[src/design/dbe_map.svh]
// Register offsets, bit positions, reset values and check limits
// Included by the package and the event status design file; definitions only
`ifndef DBE_MAP_SVH
`define DBE_MAP_SVH

// ----------------------------------------------------------------
// Register offsets
// ----------------------------------------------------------------
`define DBE_OFS_EVENT_STATUS 10'h026
`define DBE_OFS_CHECK_FLAGS  10'h030
`define DBE_OFS_SYNC_CONTROL 10'h03A

// ----------------------------------------------------------------
// Event status bit positions
// ----------------------------------------------------------------
`define DBE_BIT_TRIP         0
`define DBE_BIT_WINDOW       1
`define DBE_BIT_ROTATE       2
`define DBE_BIT_LOCK         3
`define DBE_BIT_OSC_ALIGN    4
`define DBE_BIT_BLANK        5
`define DBE_BIT_RESERVED     6
`define DBE_BIT_POWER        7

// ----------------------------------------------------------------
// Check flag bit positions
// ----------------------------------------------------------------
`define DBE_CHK_INTERP       0
`define DBE_CHK_SUBCLASS     1
`define DBE_CHK_K            2
`define DBE_CHK_COMBO        3
`define DBE_CHK_WINDOW       4
`define DBE_CHK_DELAY        5

// Sticky-clear bit in the sync control register
`define DBE_CTL_STICKY_CLR   5

// ----------------------------------------------------------------
// Reset values and check limits
// ----------------------------------------------------------------
`define DBE_RST_STATUS       8'h00
`define DBE_RST_CHECKS       8'h00
`define DBE_RST_CONTROL      8'h00
`define DBE_K_SMALL          8'h10
`define DBE_K_LARGE          8'h20
`define DBE_WIN_LIMIT_MAX    3'h3
`define DBE_OCTETS_PER_SMP   8'h02

`endif

[src/design/dbe_pkg.sv]
// Types shared by the event-status block and its testbench
// Assumes dbe_map.svh is on the include path
package dbe_pkg;
  `include "dbe_map.svh"

  // Link configuration as presented by the configuration registers
  typedef struct packed {
    logic [7:0] k_frames;     // Frames per multiframe
    logic [7:0] lmfc_delay;   // Multiframe clock delay in frames
    logic [2:0] subclass;     // Link subclass
    logic [3:0] interp;       // Interpolation factor
    logic [2:0] win_limit;    // Sysref window limit
    logic [3:0] conv_m;       // Converters
    logic [3:0] lanes_l;      // Lanes
    logic [3:0] smp_s;        // Samples per frame per converter
    logic [3:0] oct_f;        // Octets per frame
  } dbe_cfg_type;

  // Register port request
  typedef struct packed {
    logic       wr;           // Write strobe, one cycle
    logic       rd;           // Read strobe, one cycle
    logic [9:0] addr;         // Register offset
    logic [7:0] wdata;        // Write data
  } dbe_req_type;
endpackage

[src/design/dbe_event_cell.sv]
// One event status bit: follow or rising-edge latch with clear
// Assumes live_i and clears come from logic on clock_i
`timescale 1ns/1ps
module dbe_event_cell (
  input  wire logic clock_i,     // Block clock
  input  wire logic rst_n_i,     // Synchronised reset, active low
  input  wire logic latch_sel_i, // High selects latching mode
  input  wire logic live_i,      // Live event condition
  input  wire logic clear_i,     // Clear request, one cycle
  output logic      state_o      // Status bit as read back
);
  logic live_q;                  // Previous live level for edge detect

  // ----------------------------------------------------------------
  // Edge history
  // ----------------------------------------------------------------
  always_ff @(posedge clock_i or negedge rst_n_i) begin
    if (!rst_n_i) begin
      live_q <= 1'b0;
    end else begin
      live_q <= live_i;
    end
  end

  // ----------------------------------------------------------------
  // Status bit update
  // ----------------------------------------------------------------
  always_ff @(posedge clock_i or negedge rst_n_i) begin
    if (!rst_n_i) begin
      state_o <= 1'b0;
    end else if (!latch_sel_i) begin
      // (RULE_07) Follow mode copies live
      state_o <= live_i;
    end else if (live_i && !live_q) begin
      // (RULE_08) Rising edge sets, wins over clear
      state_o <= 1'b1;
    end else if (clear_i) begin
      // (RULE_09) Clear request drops bit
      state_o <= 1'b0;
    end
  end
endmodule

[src/design/dbe_event_status.sv]
// Dual B event status register and link configuration checker
// Assumes event sources and configuration run on clock_i
//
// Behaviour
// (RULE_01) Bit 5 reports blanking done
// (RULE_02) Bit 4 reports oscillator align trip
// (RULE_03) Bit 3 reports frame clock lock
// (RULE_04) Bit 2 reports frame clock rotated
// (RULE_05) Bit 1 reports phase outside window
// (RULE_06) Bit 0 reports frame clock tripped
// (RULE_07) Select low: bit follows live condition
// (RULE_08) Select high: latch on rise, interrupt low
// (RULE_09) Write one clears latched bit
// (RULE_10) Check bit 5: delay exceeds K
// (RULE_11) Check bit 4: unsupported window limit
// (RULE_12) Check bit 3: unsupported link combination
// (RULE_13) Check bit 2: K not 16/32
// (RULE_14) Check bit 1: subclass not 0/1
// (RULE_15) Check bit 0: interpolation not 1/2/4/8
// (RULE_16) Flags reset zero, read-only, 7:6 reserved
// (RULE_17) Status at 0x026, bit 7 power detect
// (RULE_18) Sticky-clear rise clears rotate and trip
// (RULE_19) Interrupt low while latched bit set
// (RULE_20) Checks evaluated every cycle, no latching
`timescale 1ns/1ps
`include "dbe_map.svh"
module dbe_event_status
  import dbe_pkg::*;
(
  input  wire logic        clock_i,        // 200 MHz block clock
  input  wire logic        arst_n_i,       // Asynchronous reset, active low
  input  wire dbe_req_type req_i,          // Register port request
  input  wire dbe_cfg_type cfg_i,          // Link configuration
  input  wire logic [7:0]  event_live_i,   // Live conditions by status bit
  input  wire logic [7:0]  latch_sel_i,    // Latching mode select by bit
  output logic [7:0]       rd_data_o,      // Read data, one cycle after rd
  output logic [7:0]       status_o,       // Event status register
  output logic [7:0]       check_flags_o,  // Configuration check flags
  output logic             irq_n_o         // Interrupt, active low
);

  // ----------------------------------------------------------------
  // Reset release
  // ----------------------------------------------------------------
  logic       rst_meta_q;                  // First reset stage
  logic       rst_n_q;                     // Synchronised reset

  // Two-stage release, assertion stays asynchronous
  always_ff @(posedge clock_i or negedge arst_n_i) begin
    if (!arst_n_i) begin
      rst_meta_q <= 1'b0;
      rst_n_q    <= 1'b0;
    end else begin
      rst_meta_q <= 1'b1;
      rst_n_q    <= rst_meta_q;
    end
  end

  // ----------------------------------------------------------------
  // Register decode
  // ----------------------------------------------------------------
  logic       wr_status;                   // Write hits status register
  logic       wr_control;                  // Write hits sync control
  logic [7:0] control_q;                   // Sync control register
  logic       sticky_clr_q;                // Previous sticky-clear level
  logic       sticky_rise;                 // Sticky-clear rising edge
  logic [7:0] clear_vec;                   // Per-bit clear requests
  logic [7:0] status_vec;                  // Cell outputs

  assign wr_status  = req_i.wr && (req_i.addr == `DBE_OFS_EVENT_STATUS);
  assign wr_control = req_i.wr && (req_i.addr == `DBE_OFS_SYNC_CONTROL);

  // Sync control register, all bits writable
  always_ff @(posedge clock_i or negedge rst_n_q) begin
    if (!rst_n_q) begin
      control_q <= `DBE_RST_CONTROL;
    end else if (wr_control) begin
      control_q <= req_i.wdata;
    end
  end

  // Edge history of the sticky-clear bit
  always_ff @(posedge clock_i or negedge rst_n_q) begin
    if (!rst_n_q) begin
      sticky_clr_q <= 1'b0;
    end else begin
      sticky_clr_q <= control_q[`DBE_CTL_STICKY_CLR];
    end
  end

  // (RULE_18) Sticky clear edge
  assign sticky_rise = control_q[`DBE_CTL_STICKY_CLR] && !sticky_clr_q;

  // Clear vector: write-one per bit, plus sticky clear on rotate and trip
  always_comb begin
    // (RULE_09) Write one clears
    clear_vec = wr_status ? req_i.wdata : 8'h00;
    // (RULE_18) Rotate and trip cleared
    clear_vec[`DBE_BIT_ROTATE] = clear_vec[`DBE_BIT_ROTATE] | sticky_rise;
    clear_vec[`DBE_BIT_TRIP]   = clear_vec[`DBE_BIT_TRIP] | sticky_rise;
  end

  // ----------------------------------------------------------------
  // Event status cells
  // ----------------------------------------------------------------
  // (RULE_01) Bit 5 blanking cell
  // (RULE_02) Bit 4 oscillator cell
  // (RULE_03) Bit 3 lock cell
  // (RULE_04) Bit 2 rotate cell
  // (RULE_05) Bit 1 window cell
  // (RULE_06) Bit 0 trip cell
  genvar gi;
  generate
    for (gi = 0; gi < 8; gi++) begin : g_cell
      if (gi == `DBE_BIT_RESERVED) begin : g_rsvd
        // Reserved bit reads zero
        assign status_vec[gi] = 1'b0;
      end else begin : g_evt
        // (RULE_07) Follow or latch per bit
        dbe_event_cell u_cell (
          .clock_i     (clock_i),
          .rst_n_i     (rst_n_q),
          .latch_sel_i (latch_sel_i[gi]),
          .live_i      (event_live_i[gi]),
          .clear_i     (clear_vec[gi]),
          .state_o     (status_vec[gi])
        );
      end
    end
  endgenerate

  // (RULE_17) Status register image
  assign status_o = status_vec;

  // ----------------------------------------------------------------
  // Interrupt output
  // ----------------------------------------------------------------
  // (RULE_19) Low while latched bit
  always_ff @(posedge clock_i or negedge rst_n_q) begin
    if (!rst_n_q) begin
      irq_n_o <= 1'b1;
    end else begin
      irq_n_o <= ~|(status_vec & latch_sel_i);
    end
  end

  // ----------------------------------------------------------------
  // Configuration checks
  // ----------------------------------------------------------------
  logic [7:0] check_d;                     // Next check flag image
  logic [7:0] lane_octets;                 // Octets carried per frame
  logic [7:0] conv_octets;                 // Octets needed per frame

  always_comb begin
    check_d     = `DBE_RST_CHECKS;
    lane_octets = 8'({4'h0, cfg_i.lanes_l} * {4'h0, cfg_i.oct_f});
    conv_octets = 8'({4'h0, cfg_i.conv_m} * {4'h0, cfg_i.smp_s} * `DBE_OCTETS_PER_SMP);
    // (RULE_10) Delay beyond K
    check_d[`DBE_CHK_DELAY] = cfg_i.lmfc_delay > cfg_i.k_frames;
    // (RULE_11) Window limit range
    check_d[`DBE_CHK_WINDOW] = cfg_i.win_limit > `DBE_WIN_LIMIT_MAX;
    // (RULE_12) Link combination check
    case (cfg_i.lanes_l)
      4'h1, 4'h2, 4'h4, 4'h8: begin
        check_d[`DBE_CHK_COMBO] = (conv_octets != lane_octets) || (cfg_i.conv_m == 4'h0)
                                  || (cfg_i.conv_m > 4'h4) || (cfg_i.smp_s == 4'h0);
      end
      default: begin
        check_d[`DBE_CHK_COMBO] = 1'b1;
      end
    endcase
    // (RULE_13) K must be 16 or 32
    check_d[`DBE_CHK_K] = (cfg_i.k_frames != `DBE_K_SMALL) && (cfg_i.k_frames != `DBE_K_LARGE);
    // (RULE_14) Subclass 0 or 1
    check_d[`DBE_CHK_SUBCLASS] = cfg_i.subclass > 3'h1;
    // (RULE_15) Interpolation 1, 2, 4, 8
    case (cfg_i.interp)
      4'h1, 4'h2, 4'h4, 4'h8: begin
        check_d[`DBE_CHK_INTERP] = 1'b0;
      end
      default: begin
        check_d[`DBE_CHK_INTERP] = 1'b1;
      end
    endcase
  end

  // (RULE_20) Refreshed every cycle
  always_ff @(posedge clock_i or negedge rst_n_q) begin
    if (!rst_n_q) begin
      check_flags_o <= `DBE_RST_CHECKS;
    end else begin
      // (RULE_16) Reserved bits stay zero
      check_flags_o <= check_d;
    end
  end

  // ----------------------------------------------------------------
  // Read port
  // ----------------------------------------------------------------
  // Registered read mux, unmapped offsets read zero
  always_ff @(posedge clock_i or negedge rst_n_q) begin
    if (!rst_n_q) begin
      rd_data_o <= 8'h00;
    end else if (req_i.rd) begin
      case (req_i.addr)
        `DBE_OFS_EVENT_STATUS: begin
          rd_data_o <= status_vec;
        end
        `DBE_OFS_CHECK_FLAGS: begin
          rd_data_o <= check_flags_o;
        end
        `DBE_OFS_SYNC_CONTROL: begin
          rd_data_o <= control_q;
        end
        default: begin
          rd_data_o <= 8'h00;
        end
      endcase
    end
  end
endmodule

[config.mk]
export PLATFORM = sky130hd
export DESIGN_NAME = dbe_event_status
export DESIGN_NICKNAME = d
export VERILOG_FILES = /design/src/design/dbe_pkg.sv /design/src/design/dbe_event_cell.sv /design/src/design/dbe_event_status.sv
export VERILOG_INCLUDE_DIRS = /design/src /design/src/design
export SDC_FILE = /design/constraint.sdc
export NUM_CORES = 1
export LEC_CHECK = 0
export ABC_AREA = 1
export ABC_CLOCK_PERIOD_IN_PS = 2900
export CAP_MARGIN = 20
export CORE_ASPECT_RATIO = 1.75
export CORE_MARGIN = 2
export CORE_UTILIZATION = 35
export DETAILED_ROUTE_END_ITERATION = 10
export DONT_BUFFER_PORTS = 1
export PLACE_DENSITY_LB_ADDON = 0.2
export SYNTH_ARGS = -nofsm -noshare
export SYNTH_HDL_FRONTEND = slang
export SYNTH_HIERARCHICAL = 1
export SYNTH_SLANG_ARGS = --single-unit
[constraint.sdc]
create_clock -name clock_i -period 2.9 [get_ports clock_i]
set_input_delay 0.145 -clock clock_i [delete_from_list [all_inputs] [get_ports clock_i]]
set_output_delay 0.145 -clock clock_i [all_outputs]
set_load 0.1 [all_outputs]
==> flow_summary.json, run 1 <==
{
  "setup-violations-final": 0,
  "overflow": 0,
  "start_util_pct": 35.7,
  "post-cts-setup-buffer-count": 0,
  "yosysWarnings": 6,
  "syn_avg_cell_area_um2": 6.85,
  "gp_congestion": 0.825,
  "critPathLaunchType": "input port",
  "synth_edf_count": 0,
  "fin_crit_ps": 2360,
  "drv_cap": 0,
  "route.detailed.drc": 0,
  "fin_tns_setup_ps": 0,
  "critPathRequiredTime_ps": 3070,
  "grt_max_degree": 39,
  "first_iter_violations": 67,
  "synthFlopType": "dfrtp_1",
  "whs_ps": 3.41,
  "dieArea_mm2": 0.0100,
  "rows": 46,
  "grt_setup_unrepaired": "no",
  "wire_per_inst_um": 12.1,
  "area_delta_synth_final_pct": 19.4,
  "end_kind": "flop",
  "fin_nets": 630,
  "report.final.hold_viol_count": 0,
  "ir_worst_vdd_mv": 0.267,
  "clkTransAtPathRegs_ps": 50,
  "antenna_found_initial": 0,
  "worst_slew_pin_slew_ps": 906,
  "crit_type": "input port to flop",
  "cts_resized": 0,
  "vias": 2965,
  "grt_pass1_wl_mm": 12.7,
  "ctsHoldBuffers": 23,
  "clockBufferDepth": 2,
  "max_freq_ghz": 0.424,
  "cts.sinks": 40,
  "placed_area_mm2": 0.00346,
  "holdCritPathClass": "input port to flop",
  "pre_cts_slack_ps": 235,
  "first_pass_iters": 4,
  "status": "finished clean",
  "syn-cell-area_mm2": 0.00323,
  "io_pins": 105,
  "synthArstFlopShare_pct": 100,
  "ys_seq_area_share_pct": 31.1,
  "viasPerCell": 4.68,
  "cts_root_buffer": "clkbuf_16",
  "netlist-cell-type-count": 30,
  "fin_area_mm2": 0.00385,
  "wirelength_mm": 7.66,
  "maxSlewHeadroom_pct": 39.6,
  "crit_arrival_ps": 2530,
  "die_h_um": 131,
  "cts_htree_levels": 2,
  "cts_buffers": 5,
  "yosys_register_bits": 40,
  "synthCells": 471,
  "worstPathMaxFanout": 5,
  "grt_use_total_pct": 15.9,
  "grt_pass1_vias": 2886,
  "die_width_um": 76.6,
  "drive_gt1_share_pct": 6.63,
  "fin_ws_ps": 543,
  "cts_tree": "yes",
  "port_buffers": 0,
  "p_leak_nw": 2.23,
  "core_mm2": 0.00904,
  "fin_crit_sh_pct": 81.3,
  "clk_latency_ps": 280,
  "hpwlAfterDp_mm": 6.48,
  "slew_viol_final": 0,
  "n_antenna_cell": 0,
  "skew_ps": 2.42,
  "powerDensity_mw_per_mm2": 446,
  "ant_nets": 0
}
==> logic make-up after synthesis <==
family                   share of synthesized area [%]
adder cells (fa/ha/maj)                           16.6
buffers and inverters                             12.0
AO/OA/AOI/OAI                                     4.19
XOR/XNOR                                         0.272
flip-flops                                        31.1
AND/OR/NAND/NOR                                   35.6
other                                            0.233
==> synth_stat cells, drive strengths merged (3+ instances only) <==
| cell | n | area share (%) |
|---|---|---|
| a21oi | 6 | 0.93 |
| buf | 4 | 1.0 |
| dfrtp | 39 | 30 |
| fa | 8 | 5.0 |
| ha | 30 | 12 |
| inv | 92 | 11 |
| nand2 | 173 | 20 |
| nand3 | 51 | 7.9 |
| nand4 | 6 | 1.2 |
| nor2 | 30 | 4.3 |
| nor3 | 5 | 1.1 |
| o21a | 3 | 0.70 |
| o21ai | 9 | 1.4 |
==> cell usage in the layout, fill, tap and decap left out, types with 2 or more instances in the layout <==
master	instances
a211oi_1	2
a21oi_1	6
buf_4	15
clkbuf_16	5
conb_1	4
dfrtp_1	38
dlygate4sd3_1	23
fa_1	8
ha_1	30
inv_1	90
inv_2	2
nand2_1	172
nand3_1	51
nand4_1	6
nor2_1	26
nor2_4	3
nor3_1	4
o21a_1	3
o21ai_0	9
or2_2	2
==> registers in the layout, summed over array words and instances, names as in the netlist <==
register,count
irq_n_o,1
rst_n_q,1
g_cell.g_evt.u_cell/state_o,7
g_cell.g_evt.u_cell/live_q,7
sticky_clr_q,1
control_q,8
check_flags_o,6
rst_meta_q,1
rd_data_o,8
==> layout make-up <==
| class | count | area, µm² |
|---|---|---|
| Timing Repair Buffer | 38 | 343 |
| Tap cell | 120 | 150 |
| Sequential cell | 40 | 1000 |
| Clock buffer | 6 | 129 |
| Clock inverter | 2 | 35.0 |
| Inverter | 92 | 345 |
| Multi-Input combinational cell | 335 | 1840 |
| Fill cell | 960 | 5190 |
==> path summary, 6_finish.rpt <==
kind,start,end,slack [ps],depth (start not counted)
worst max-delay path,cfg_i[7],check_flags_o[3]$_DFF_PN0_,540,16
worst min-delay path,latch_sel_i[1],g_cell[1].g_evt.u_cell/state_o$_DFFE_PN0P_,3,2
worst max register to register,rd_data_o[4]$_DFFE_PN0P_,rd_data_o[4]$_DFFE_PN0P_,1670,2
worst min register to register,rst_meta_q$_DFF_PN0_,rst_n_q$_DFF_PN0_,360,0
max in group asynchronous,rst_n_q$_DFF_PN0_,g_cell[1].g_evt.u_cell/live_q$_DFF_PN0_,1980,0
min in group asynchronous,arst_n_i,rst_meta_q$_DFF_PN0_,100,1
==> worst max-delay path, cell delays in order <==
cell     delay (ps)
nand2_1          60
fa_1            530
inv_1            50
fa_1            560
inv_1            70
fa_1            470
inv_1           100
nand2_1          70
nand2_1          60
nand2_1          60
nand2_1          60
nand2_1          40
nand2_1          50
nand3_1          60
nor2_1           90
nand2_1          60
==> metal layers <==
metal	up-vias	share of wire, %	track usage (%)
li1	1525	-	-
met1	1336	33	14.0
met2	90	58	33.2
met3	14	5.5	2.95
met4	0	3.7	8.45
met5	-	0	0
==> power by group <==
| part | leakage (nW) | switching (W) | internal, W |
|---|---|---|---|
| Clock | 0.0808 | 0.000211 | 0.000404 |
| Combinational | 1.67 | 0.000324 | 0.000163 |
| Sequential | 0.479 | 0.0000292 | 0.000583 |
==> stage by stage <==
step,power (W),cells,util [%]
after floorplan,0.000999,473,-
after global placement,0.00108,602,38.2
after detailed placement,0.00109,602,38.2
after CTS,0.00174,633,42.6
after global routing,0.00182,633,42.6
final,0.00172,633,42.6
(Power assumes the default switching activity.)
==> run 2, diff against run 1 <==
ABC_CLOCK_PERIOD_IN_PS = 2200   (was 2900)
clock period = 2.2 ns   (was 2.9 ns; I/O delays follow)
==> run 2 against run 1 <==
  * Setup slack worse by 430 ps
  * Cell count up 2.5%
  * Critical endpoint unchanged
  * Largest power group unchanged
  * Die area unchanged
  * Clock power up 37%
==> flow_summary.json, run 2 (synthesis gave the netlist of run 1 again) <==
{
  "cp_common_cell": "nand2_1",
  "p_seq_share_pct": 34.3,
  "gp_congestion": 0.872,
  "pwr-share-clk_pct": 36.2,
  "drv_cap": 0,
  "overflow": 0,
  "cts_htree_levels": 2,
  "regToRegEndpoint": "irq_n_o$_DFF_PN1_",
  "largest_registers": "control_q (8), rd_data_o (8)",
  "reg2reg_depth": 4,
  "drive_gt1_share_pct": 9.83,
  "grt_max_degree": 39,
  "antenna_found_initial": 0,
  "clk_latency_ps": 290,
  "cp_cell_sequence": "nand2_8 -> fa_1 -> inv_1 -> fa_1 -> inv_2 -> fa_2 -> nor2_1 -> nor2_1 -> nand3_1 -> nand2_1 -> nand2_1 -> nand2_1 -> inv_1 -> nand2_1",
  "powerDensity_mw_per_mm2": 578,
  "critPathLaunchType": "input port",
  "viasPerCell": 4.69,
  "first_iter_violations": 74,
  "critical_path_buf_inv_count": 3,
  "p_leak_nw": 2.31,
  "slew_viol_final": 0,
  "ant_nets": 0,
  "final_common_cell": "nand2_1",
  "report.final.hold_viol_count": 0,
  "crit_family": "adder cells",
  "slowest_stage": "fa_1",
  "die_width_um": 76.6,
  "holdCritPathClass": "input port to asynchronous set/reset pin",
  "grt_use_total_pct": 16.7,
  "cts_tree": "yes",
  "n_antenna_cell": 0,
  "cts.sinks": 40,
  "crit_arrival_ps": 2260,
  "skew_ps": 6.83,
  "dieArea_mm2": 0.0100,
  "wire_per_inst_um": 12.2,
  "fin_crit_sh_pct": 94.8,
  "io_pins": 105,
  "fin_nets": 646,
  "die_h_um": 131,
  "core_mm2": 0.00904,
  "clockBufferDepth": 2,
  "grt_pass1_vias": 3058,
  "crit_type": "input port to flop",
  "wirelength_mm": 7.93,
  "switching_power_w": 0.000781,
  "hpwlAfterDp_mm": 6.65,
  "status": "finished clean",
  "fin_area_mm2": 0.00401,
  "max_freq_ghz": 0.480,
  "worstPathMaxFanout": 6,
  "placed_area_mm2": 0.00356,
  "clkTransAtPathRegs_ps": 60,
  "fin_tns_setup_ps": 0,
  "grt_setup_unrepaired": "yes",
  "internal_power_w": 0.00154,
  "layout_common_cells": "nand2_1, inv_1, nand3_1",
  "p_comb_share_pct": 29.4,
  "port_buffers": 0,
  "end_kind": "flop",
  "stdcell_count": 649,
  "cts_buffers": 5,
  "start_util_pct": 35.7,
  "r2r_start": "g_cell[7].g_evt.u_cell/state_o$_DFFE_PN0P_",
  "cts_root_buffer": "clkbuf_16",
  "first_pass_iters": 4,
  "setup-violations-final": 0,
  "ir_worst_vdd_mv": 0.414,
  "grt_pass1_wl_mm": 13.3,
  "area_delta_synth_final_pct": 24.4,
  "whs_ps": 49.5,
  "critPathRequiredTime_ps": 2370,
  "sw_frac_of_total_pct": 33.7,
  "vias": 3045,
  "dpl.cell_count": 613,
  "rows": 46,
  "r2r_slack_ps": 690,
  "fin_crit_ps": 2090,
  "route.detailed.drc": 0,
  "max_stage_delay_ps": 520
}
-- run 2: cell count changes in the layout (fill, tap and decap cells not counted), sizes merged --
cell / previous run / this run
clkinv: 1 / 2
dlygate4sd3: 23 / 28
clkbuf: 6 / 5
buf: 15 / 26
-- run 2: layer usage --
layer	share of wire (%)	global-route usage (%)
met5	0	0
met4	3.1	7.59
met3	5.1	3.85
met2	58	34.6
met1	34	14.9
-- run 2: layout make-up --
cell class	instances	area [µm²]
well taps	120	150
repair buffers	54	475
flip-flops and latches	40	1000
multi-input cells	335	1870
clock buffers	5	125
inverters	92	345
clock inverters	3	47.5
fillers	975	5020
-- run 2: worst reg2reg max path, cell delays in order (launching register included) --
cell,delay [ps]
dfrtp_1,420
nand2_1,90
nand4_1,130
a211oi_1,230
dlygate4sd3_1,580
-- run 2: worst max path at each step --
stage / from / end / cells after the start
after global routing: cfg_i[6] / check_flags_o[3]$_DFF_PN0_ / 16
after global placement: cfg_i[14] / check_flags_o[3]$_DFF_PN0_ / 14
final: cfg_i[14] / check_flags_o[3]$_DFF_PN0_ / 14
after detailed placement: cfg_i[1] / check_flags_o[3]$_DFF_PN0_ / 13
after floorplan: cfg_i[14] / check_flags_o[3]$_DFF_PN0_ / 13
after CTS: cfg_i[1] / check_flags_o[3]$_DFF_PN0_ / 13
-- run 2: what timing repair did --
action | in CTS | in global routing
gates resized for setup | 0 | 3
endpoints found under the setup margin | 0 | 1
hold buffers | 28 | 0
buffers inserted | 0 | 0
hold endpoints to repair | 33 | 0
-- run 2: power by group through the flow --
| stage | Sequential, W | Combinational, W | Clock (W) |
|---|---|---|---|
| after floorplan | 0.000954 | 0.000365 | 0 |
| after global placement | 0.000809 | 0.000631 | 0 |
| after detailed placement | 0.000810 | 0.000638 | 0 |
| after CTS | 0.000796 | 0.000687 | 0.000858 |
| after global routing | 0.000799 | 0.000772 | 0.000888 |
| final | 0.000796 | 0.000683 | 0.000841 |
-- run 2: metrics by stage --
| step | total power [W] | util [%] | setup slack [ps] |
|---|---|---|---|
| floorplan | 0.00132 | - | -74.6 |
| global placement | 0.00144 | 39.4 | -156 |
| detailed placement | 0.00145 | 39.4 | -192 |
| CTS | 0.00234 | 44.4 | 113 |
| global route | 0.00246 | 44.4 | -74.7 |
| finish | 0.00232 | 44.4 | 115 |
